### src/fcs_pkg.sv
// constants and types for the flash command and status engine
// assumes one 10 MHz system clock shared with the cpu bus
package fcs_pkg;
	localparam int TMR_W = 16;
	localparam int CLK_PERIOD_NS = 100;
	localparam int CMD_GAP_NS = 80_000;
	localparam int WINDOW_NS = 80_000;
	localparam int PROT_NS = 100_000;
	localparam logic [TMR_W-1:0] CMD_GAP_CYC = TMR_W'(CMD_GAP_NS / CLK_PERIOD_NS);
	localparam logic [TMR_W-1:0] WINDOW_CYC = TMR_W'(WINDOW_NS / CLK_PERIOD_NS);
	localparam logic [TMR_W-1:0] PROT_CYC_DEF = TMR_W'(PROT_NS / CLK_PERIOD_NS);
	localparam logic [TMR_W-1:0] PROG_CYC_DEF = 16'h0014;
	localparam logic [TMR_W-1:0] ERASE_CYC_DEF = 16'h07D0;
	localparam logic [11:0] ADDR_UNLOCK1 = 12'h555;
	localparam logic [11:0] ADDR_UNLOCK2 = 12'hAAA;
	localparam logic [7:0] CMD_UNLOCK1 = 8'hAA;
	localparam logic [7:0] CMD_UNLOCK2 = 8'h55;
	localparam logic [7:0] CMD_PROGRAM = 8'hA0;
	localparam logic [7:0] CMD_BYPASS = 8'h20;
	localparam logic [7:0] CMD_ERASE_SETUP = 8'h80;
	localparam logic [7:0] CMD_BULK = 8'h10;
	localparam logic [7:0] CMD_SECTOR = 8'h30;
	localparam logic [7:0] CMD_RESET = 8'hF0;
	localparam logic [7:0] CMD_BYP_EXIT1 = 8'h90;
	localparam logic [7:0] CMD_BYP_EXIT2 = 8'h00;
	localparam logic [7:0] ERASED_BYTE = 8'hFF;
	localparam logic [7:0] RDATA_RESET = 8'h00;
	localparam int POLL_BIT = 7;
	localparam int TOGGLE_BIT = 6;
	localparam int ERROR_BIT = 5;
	localparam int WINDOW_BIT = 3;
	typedef enum logic [3:0] {
		S_READ, S_UNLK1, S_UNLK2, S_PROG_DATA, S_ERS_SETUP, S_ERS_U1, S_ERS_U2,
		S_ERS_WINDOW, S_PROGRAM, S_ERASE, S_PROT, S_FAIL, S_BYP, S_BYP_PROG, S_BYP_EXIT
	} fcs_state_type;
endpackage

### src/fcs_timer_if.sv
// carrier between the engine and one of its down-counters
// assumes start is a one-cycle request in the sys_clk domain
`timescale 1ns/1ps
interface fcs_timer_if #(parameter int W = 16);
	logic start;
	logic [W-1:0] load;
	logic busy;
	logic done;
	modport timer(input start, input load, output busy, output done);
	modport user(output start, output load, input busy, input done);
endinterface

### src/fcs_timer.sv
// down-counter: loads on start, pulses done on the last count
// assumes load is at least one
`timescale 1ns/1ps
module fcs_timer #(
	parameter int W = 16
) (
	input wire logic sys_clk,
	input wire logic rst,
	fcs_timer_if.timer t
);
	logic [W-1:0] count;

	always_ff @(posedge sys_clk or posedge rst) begin
		if (rst) begin
			count <= '0;
		end else if (t.start) begin
			count <= t.load;
		end else if (count != '0) begin
			count <= count - 1'b1;
		end
	end

	// a restart in the last cycle suppresses done, so an append is never lost
	assign t.busy = (count != '0);
	assign t.done = (count == W'(1)) && !t.start;
endmodule

### src/fcs_engine.sv
// flash command decoder, sector array and status flag engine
// assumes the cpu bus runs on sys_clk; reads answer one cycle later
`timescale 1ns/1ps
module fcs_engine import fcs_pkg::*; #(
	parameter int SECTORS = 4,
	parameter int SECT_AW = 4,
	parameter logic [TMR_W-1:0] PROT_CYC = PROT_CYC_DEF,
	parameter logic [TMR_W-1:0] PROG_CYC = PROG_CYC_DEF,
	parameter logic [TMR_W-1:0] ERASE_CYC = ERASE_CYC_DEF
) (
	input wire logic sys_clk,
	input wire logic rst,
	input wire logic [15:0] bus_addr,
	input wire logic [7:0] bus_wdata,
	input wire logic bus_wr,
	input wire logic bus_rd,
	input wire logic [SECTORS-1:0] main_sector_select,
	input wire logic [SECTORS-1:0] sector_protect,
	input wire logic cell_fault,
	output logic [7:0] bus_rdata,
	output logic ready_busy_pin,
	output logic error_flag
);
	localparam int SEL_W = $clog2(SECTORS);
	localparam int IDX_W = SEL_W + SECT_AW;
	localparam int DEPTH = SECTORS << SECT_AW;

	fcs_state_type state;
	logic bypass;
	logic was_prog;
	logic toggle_flag;
	logic [7:0] prog_data;
	logic [IDX_W-1:0] prog_idx;
	logic [SECTORS-1:0] erase_mask;
	logic [7:0] mem [DEPTH];

	logic sel_any;
	logic [SEL_W-1:0] sel_idx;
	logic [IDX_W-1:0] byte_idx;
	logic [11:0] low_addr;
	logic wr_acc;
	logic rd_acc;
	logic is_unlk1;
	logic is_unlk2;
	logic at_cmd;
	logic is_reset;
	logic prog_go;
	logic bulk_go;
	logic sect_add;
	logic win_end;
	logic [SECTORS-1:0] erase_target;
	logic erase_go;
	logic prot_go;
	logic prog_bad;
	logic op_fail;
	logic status_mode;
	logic busy;
	logic [7:0] status_byte;

	fcs_timer_if #(.W(TMR_W)) cmd_t();
	fcs_timer_if #(.W(TMR_W)) win_t();
	fcs_timer_if #(.W(TMR_W)) op_t();
	fcs_timer_if #(.W(TMR_W)) prot_t();

	fcs_timer #(.W(TMR_W)) u_cmd_timer (.sys_clk(sys_clk), .rst(rst), .t(cmd_t));
	fcs_timer #(.W(TMR_W)) u_win_timer (.sys_clk(sys_clk), .rst(rst), .t(win_t));
	fcs_timer #(.W(TMR_W)) u_op_timer (.sys_clk(sys_clk), .rst(rst), .t(op_t));
	fcs_timer #(.W(TMR_W)) u_prot_timer (.sys_clk(sys_clk), .rst(rst), .t(prot_t));

	always_comb begin
		sel_idx = '0;
		for (int i = 0; i < SECTORS; i++) begin
			if (main_sector_select[i]) begin
				sel_idx = SEL_W'(i);
			end
		end
	end

	// nothing happens on the bus unless a sector of this array is selected
	assign sel_any = |main_sector_select;
	assign wr_acc = bus_wr && sel_any;
	assign rd_acc = bus_rd && sel_any;
	assign low_addr = bus_addr[11:0];
	assign byte_idx = {sel_idx, bus_addr[SECT_AW-1:0]};
	assign is_unlk1 = (low_addr == ADDR_UNLOCK1) && (bus_wdata == CMD_UNLOCK1);
	assign is_unlk2 = (low_addr == ADDR_UNLOCK2) && (bus_wdata == CMD_UNLOCK2);
	assign at_cmd = (low_addr == ADDR_UNLOCK1);
	assign is_reset = wr_acc && (bus_wdata == CMD_RESET);

	assign prog_go = wr_acc && (state == S_PROG_DATA || state == S_BYP_PROG)
		&& !sector_protect[sel_idx];
	assign bulk_go = wr_acc && (state == S_ERS_U2) && at_cmd && (bus_wdata == CMD_BULK);
	assign sect_add = wr_acc && (bus_wdata == CMD_SECTOR)
		&& (state == S_ERS_U2 || state == S_ERS_WINDOW);
	assign win_end = (state == S_ERS_WINDOW) && win_t.done;
	// a bulk erase covers every unprotected sector whichever one took the command
	assign erase_target = (bulk_go ? '1 : erase_mask) & ~sector_protect;
	assign erase_go = (bulk_go || win_end) && (|erase_target);
	assign prot_go = (bulk_go || win_end) && !(|erase_target);

	// trying to raise a programmed bit, or a bad cell, fails the operation
	assign prog_bad = |(prog_data & ~mem[prog_idx]) || cell_fault;
	assign op_fail = op_t.done && ((state == S_PROGRAM) ? prog_bad : cell_fault);

	// every accepted write restarts the gap timer, so done means a stall
	assign cmd_t.start = wr_acc;
	assign cmd_t.load = CMD_GAP_CYC;
	assign win_t.start = sect_add;
	assign win_t.load = WINDOW_CYC;
	assign op_t.start = prog_go || erase_go;
	assign op_t.load = prog_go ? PROG_CYC : ERASE_CYC;
	assign prot_t.start = prot_go;
	assign prot_t.load = PROT_CYC;

	always_ff @(posedge sys_clk or posedge rst) begin
		if (rst) begin
			state <= S_READ;
		end else begin
			case (state)
				S_READ: begin
					if (wr_acc && is_unlk1) begin
						state <= S_UNLK1;
					end
				end
				S_UNLK1: begin
					if (cmd_t.done) begin
						state <= S_READ;
					end else if (wr_acc) begin
						state <= is_unlk2 ? S_UNLK2 : S_READ;
					end
				end
				S_UNLK2: begin
					if (cmd_t.done) begin
						state <= S_READ;
					end else if (wr_acc) begin
						if (at_cmd && bus_wdata == CMD_PROGRAM) begin
							state <= S_PROG_DATA;
						end else if (at_cmd && bus_wdata == CMD_BYPASS) begin
							state <= S_BYP;
						end else if (at_cmd && bus_wdata == CMD_ERASE_SETUP) begin
							state <= S_ERS_SETUP;
						end else begin
							state <= S_READ;
						end
					end
				end
				S_PROG_DATA: begin
					if (cmd_t.done) begin
						state <= S_READ;
					end else if (wr_acc) begin
						state <= prog_go ? S_PROGRAM : S_READ;
					end
				end
				S_ERS_SETUP: begin
					if (cmd_t.done) begin
						state <= S_READ;
					end else if (wr_acc) begin
						state <= is_unlk1 ? S_ERS_U1 : S_READ;
					end
				end
				S_ERS_U1: begin
					if (cmd_t.done) begin
						state <= S_READ;
					end else if (wr_acc) begin
						state <= is_unlk2 ? S_ERS_U2 : S_READ;
					end
				end
				S_ERS_U2: begin
					if (cmd_t.done) begin
						state <= S_READ;
					end else if (erase_go) begin
						state <= S_ERASE;
					end else if (prot_go) begin
						state <= S_PROT;
					end else if (sect_add) begin
						state <= S_ERS_WINDOW;
					end else if (wr_acc) begin
						state <= S_READ;
					end
				end
				S_ERS_WINDOW: begin
					if (erase_go) begin
						state <= S_ERASE;
					end else if (prot_go) begin
						state <= S_PROT;
					end else if (is_reset) begin
						state <= S_READ;
					end
				end
				S_PROGRAM, S_ERASE: begin
					if (op_fail) begin
						state <= S_FAIL;
					end else if (op_t.done) begin
						state <= bypass ? S_BYP : S_READ;
					end
				end
				S_PROT: begin
					if (prot_t.done) begin
						state <= S_READ;
					end
				end
				S_FAIL: begin
					if (is_reset) begin
						state <= S_READ;
					end
				end
				S_BYP: begin
					if (wr_acc && bus_wdata == CMD_PROGRAM) begin
						state <= S_BYP_PROG;
					end else if (wr_acc && bus_wdata == CMD_BYP_EXIT1) begin
						state <= S_BYP_EXIT;
					end
				end
				S_BYP_PROG: begin
					if (wr_acc) begin
						state <= prog_go ? S_PROGRAM : S_BYP;
					end
				end
				S_BYP_EXIT: begin
					if (wr_acc) begin
						state <= (bus_wdata == CMD_BYP_EXIT2) ? S_READ : S_BYP;
					end
				end
				default: begin
					state <= S_READ;
				end
			endcase
		end
	end

	always_ff @(posedge sys_clk or posedge rst) begin
		if (rst) begin
			bypass <= 1'b0;
		end else if (state == S_UNLK2 && wr_acc && at_cmd && bus_wdata == CMD_BYPASS) begin
			bypass <= 1'b1;
		end else if (state == S_BYP_EXIT && wr_acc && bus_wdata == CMD_BYP_EXIT2) begin
			bypass <= 1'b0;
		end else if (state == S_FAIL && is_reset) begin
			bypass <= 1'b0;
		end
	end

	always_ff @(posedge sys_clk or posedge rst) begin
		if (rst) begin
			prog_idx <= '0;
			prog_data <= ERASED_BYTE;
			was_prog <= 1'b0;
		end else if (prog_go) begin
			prog_idx <= byte_idx;
			prog_data <= bus_wdata;
			was_prog <= 1'b1;
		end else if (erase_go || prot_go || sect_add) begin
			// an older program must not show through the polling bit during an erase
			was_prog <= 1'b0;
		end
	end

	always_ff @(posedge sys_clk or posedge rst) begin
		if (rst) begin
			erase_mask <= '0;
		end else if (bulk_go) begin
			erase_mask <= '1;
		end else if (sect_add && state == S_ERS_U2) begin
			erase_mask <= main_sector_select;
		end else if (sect_add) begin
			erase_mask <= erase_mask | main_sector_select;
		end
	end

	// cells keep their contents across reset, like the real array
	always_ff @(posedge sys_clk) begin
		if (op_t.done && state == S_PROGRAM && !op_fail) begin
			mem[prog_idx] <= mem[prog_idx] & prog_data;
		end else if (op_t.done && state == S_ERASE && !op_fail) begin
			for (int i = 0; i < DEPTH; i++) begin
				if (erase_mask[i >> SECT_AW] && !sector_protect[i >> SECT_AW]) begin
					mem[i] <= ERASED_BYTE;
				end
			end
		end
	end

	// set wins over the reset command in the same cycle
	always_ff @(posedge sys_clk or posedge rst) begin
		if (rst) begin
			error_flag <= 1'b0;
		end else if (op_fail) begin
			error_flag <= 1'b1;
		end else if (is_reset && state == S_FAIL) begin
			error_flag <= 1'b0;
		end
	end

	assign status_mode = (state == S_PROGRAM) || (state == S_ERASE)
		|| (state == S_ERS_WINDOW) || (state == S_PROT) || (state == S_FAIL);
	assign busy = (state == S_PROGRAM) || (state == S_ERASE)
		|| (state == S_ERS_WINDOW) || (state == S_PROT);

	always_ff @(posedge sys_clk or posedge rst) begin
		if (rst) begin
			toggle_flag <= 1'b0;
		end else if (rd_acc && status_mode && state != S_PROT) begin
			toggle_flag <= ~toggle_flag;
		end
	end

	always_comb begin
		status_byte = '0;
		status_byte[POLL_BIT] = was_prog && !prog_data[7];
		status_byte[TOGGLE_BIT] = (state != S_PROT) && toggle_flag;
		status_byte[ERROR_BIT] = error_flag;
		status_byte[WINDOW_BIT] = (state == S_ERASE);
	end

	always_ff @(posedge sys_clk or posedge rst) begin
		if (rst) begin
			bus_rdata <= RDATA_RESET;
		end else if (rd_acc) begin
			bus_rdata <= status_mode ? status_byte : mem[byte_idx];
		end
	end

	assign ready_busy_pin = !busy;
endmodule

### config.mk
export PLATFORM = sky130hd
export DESIGN_NAME = fcs_engine
export DESIGN_NICKNAME = d
export VERILOG_FILES = /design/src/fcs_pkg.sv /design/src/fcs_timer_if.sv /design/src/fcs_timer.sv /design/src/fcs_engine.sv
export SDC_FILE = /design/constraint.sdc
export NUM_CORES = 1
export LEC_CHECK = 0
export ABC_AREA = 1
export BUFFER_PORTS_ARGS = -buffer_cell sky130_fd_sc_hd__clkbuf_2
export CAP_MARGIN = 20
export CORE_AREA = 2 2 278 280
export CTS_CLUSTER_DIAMETER = 200
export DETAILED_ROUTE_END_ITERATION = 8
export DIE_AREA = 0 0 280 282
export PLACE_DENSITY_LB_ADDON = 0.1
export SYNTH_ARGS = -nofsm -noshare
export SYNTH_HDL_FRONTEND = slang
export SYNTH_HIERARCHICAL = 1
export SYNTH_SLANG_ARGS = --single-unit
### constraint.sdc
create_clock -name sys_clk -period 5.7 [get_ports sys_clk]
set_input_delay 0.57 -clock sys_clk [delete_from_list [all_inputs] [get_ports sys_clk]]
set_output_delay 0.57 -clock sys_clk [all_outputs]
set_load 0.1 [all_outputs]
==> results by group <==
STA
  – Slew margin rel.: 0.263
  – Final min period: 4.59 ns
  – Fin. max-slew vios: 0
  – Final setup viols: 0
  – Clock skew: 0.0241 ns
  – Final hold violation count: 0
  – Tcrit/Tclk final: 0.805
  – Hold_ws: 0.110 ns
  – Max Clk Rate: 218 MHz
  – Setup TNS: 0 ns
  – RSZ-0062 raised after global routing: false
  – Worst Tran Pin Value: 1.11 ns

Synth
  – Avg Inst Size Synth: 6.37 sq um
  – Cell count after synthesis: 5901
  – EDFF count, synth: 0
  – Top_reg_cell synth: dfxtp_1
  – Fraction of the yosys area taken by sequential cells: 0.338
  – Synthesized cell area: 37600 sq um
  – Fraction of registers with async set/reset: 0.161
  – Synth top area cells: dfxtp_1, nand2_1, nand3_1, dfrtp_1, o21ai_0
  – Synth cell types: 51
  – Yosys top cell area share: 0.273
  – Yosys reg bits: 610
  – Synth warn: 6
  – Cell taking the most area after synthesis: dfxtp_1

Hold path
  – Hold crit path type: in2async

Detailed routing
  – DR vias: 38.9k
  – Pre-Repair DR Iteration Count: 6
  – Drt total wl: 136 mm
  – Detail Route Antenna Nets: 0
  – Drt wl/cell: 19.9 um
  – Via density: 5.66
  – First DRT Iteration DRCs: 4444
  – DRC violations left: 0

Power
  – LEAKAGE: 21.1 nW
  – Power Density: 235 nW/um^2
  – Peak VDD IR: 0.228 mV

Cells and area
  – Commonest non-fill, non-tap cells in the layout: nand2_1, nand3_1, dfxtp_1
  – Antenna Cells: 0
  – Layout cells sized above 1: 0.0893
  – Final Cell Area: 41100 sq um
  – Post-layout util: 0.543
  – Fill cells: 7549
  – Synthesis-to-layout area growth: 9.36%
  – Commonest non-fill, non-tap cell in the layout: nand2_1
  – Layout Nets: 5874

CTS
  – Clock Latency Late Sink: 0.64 ns
  – CTS root buf: clkbuf_16
  – H-tree levels: 3
  – Hold buffer count at CTS: 0
  – Clock slew seen by the registers of the worst setup and hold paths: 0.07 ns
  – CTS buffer count: 73
  – Post-CTS setup buffer count: 0
  – Post_cts resized: 0
  – Longest Clk Path Bufs: 3
  – CTS tree: built
  – CTS Sinks: 610

Flow run
  – Max cap viols: 0

Floorplan
  – Core area: 75700 sq um
  – Die area: 79000 sq um
  – IO Pins: 47
  – Height of the die: 282 um
  – DIE WIDTH: 280 um
  – Core Rows: 101
  – Initial Utilization: 0.496

Worst setup path
  – Critical Path Start: state[2]
  – Cells on worst reg2reg path: 22
  – WP data arrival: 5.09 ns
  – Critical path capture point type: flop
  – WP data required: 6.20 ns
  – Largest fanout on the critical path: 43
  – Flop2flop setup slack: 1.11 ns
  – Startpoint types: flop
  – WS Path Type: reg2reg
  – Worst r2r src: state[2]
  – Critical R2R Capture: mem[48][4]

Global routing
  – GRT overflow: 0
  – First-pass GRT wire length: 210 mm
  – Vias in the first global route: 34.8k
  – Total GRT Usage: 0.342
  – Initial antenna violation count: 1
  – Largest net degree at the start of global routing: 185

Placement
  – DP HPWL: 87.9 mm
  – IO buf count: 42
  – Placer congestion estimate: 0.948
  – Placement Cell Area: 38700 sq um

Status
  – Status: completed
## per-layer routing
layer,track usage,share of wire,vias up
li1,-,-,18849
met3,0.0628,0.10,315
met2,0.518,0.43,1834
met1,0.474,0.42,17859
met5,0,0.000095,-
met4,0.155,0.049,2
## registers in the layout, indices dropped and copies added (netlist names)
register            cells
bus_rdata               8
bypass                  1
erase_mask              4
error_flag              1
mem                   512
prog_data               8
prog_idx                6
state                   4
toggle_flag             1
u_cmd_timer/count      16
u_op_timer/count       16
u_prot_timer/count     16
u_win_timer/count      16
was_prog                1
## through the flow
step	std cells	total power, mW	setup slack [ns]
after floorplan	5957	4.82	0.480
after global placement	6732	5.03	0.874
after detailed placement	6732	5.03	0.805
after CTS	6860	9.70	1.29
after global routing	6860	9.94	0.793
final	6860	9.67	1.11
## cell usage after synthesis (8+ instances only)
| cell type | n |
|---|---|
| a21oi_1 | 151 |
| buf_1 | 26 |
| buf_2 | 158 |
| buf_4 | 17 |
| clkbuf_1 | 136 |
| dfrtp_1 | 90 |
| dfstp_2 | 8 |
| dfxtp_1 | 512 |
| ha_1 | 8 |
| inv_1 | 462 |
| inv_2 | 15 |
| nand2_1 | 2296 |
| nand2_2 | 14 |
| nand3_1 | 757 |
| nand3b_1 | 14 |
| nand4_1 | 33 |
| nand4_2 | 60 |
| nor2_1 | 330 |
| nor2_2 | 21 |
| nor2_4 | 16 |
| nor2_8 | 60 |
| nor3_1 | 18 |
| o211ai_1 | 115 |
| o21ai_0 | 391 |
| o21ai_1 | 33 |
| o21ai_2 | 12 |
| o221ai_1 | 9 |
| o22ai_1 | 24 |
| or2_1 | 20 |
| or2_2 | 33 |
## cell type report
| cell class | count | area, sq um | share of cell area |
|---|---|---|---|
| clock buffers | 110 | 2230 | 0.0544 |
| well taps | 978 | 1220 | 0.0298 |
| inverters | 479 | 1810 | 0.0440 |
| clock inverters | 18 | 123 | 0.00298 |
| repair buffers | 145 | 1310 | 0.0319 |
| multi-input cells | 4520 | 21700 | 0.527 |
| flip-flops and latches | 610 | 12700 | 0.310 |
## kinds of logic after synthesis
logic type      after synthesis  share of synthesized area
buf+inv                     827                     0.0932
fa+ha+maj                     8                    0.00266
simple gates               3692                      0.451
other cells                   2                   0.000200
xor+xnor                      1                   0.000233
compound gates              761                      0.114
flops                       610                      0.338
## worst max-delay path by stage
stage | to | cells after the start | slack, ns
floorplan | mem[32][0] | 28 | 0.48
global placement | mem[48][2] | 19 | 0.87
detailed placement | mem[54][2] | 23 | 0.80
CTS | mem[48][4] | 22 | 1.29
global route | state[1] | 25 | 0.79
finish | mem[48][4] | 22 | 1.11
## power by group
part           switching (mW)  internal, mW
sequential             0.0434          4.32
clock                    1.96          2.75
combinational           0.443         0.159
## worst max-delay path, stage by stage (launching register included)
cell and delay, ns:
dfrtp_1 0.45, inv_1 0.10, nor2_1 0.08, nand2_1 0.13, nor3_2 0.10, inv_2 0.08, nand4_1 0.11, nor4_1 0.59
nand2_1 0.20, inv_1 0.12, nor2_1 0.06, inv_1 0.12, nand2_1 0.15, nand2_1 0.13, inv_2 0.05, nand4_1 0.09
nor4_1 0.05, buf_4 0.16, nand2_4 0.18, buf_4 0.68, nand4_2 0.49, nand2_1 0.18, nand3_1 0.09
Note: power is estimated with default switching activity, not from simulation.
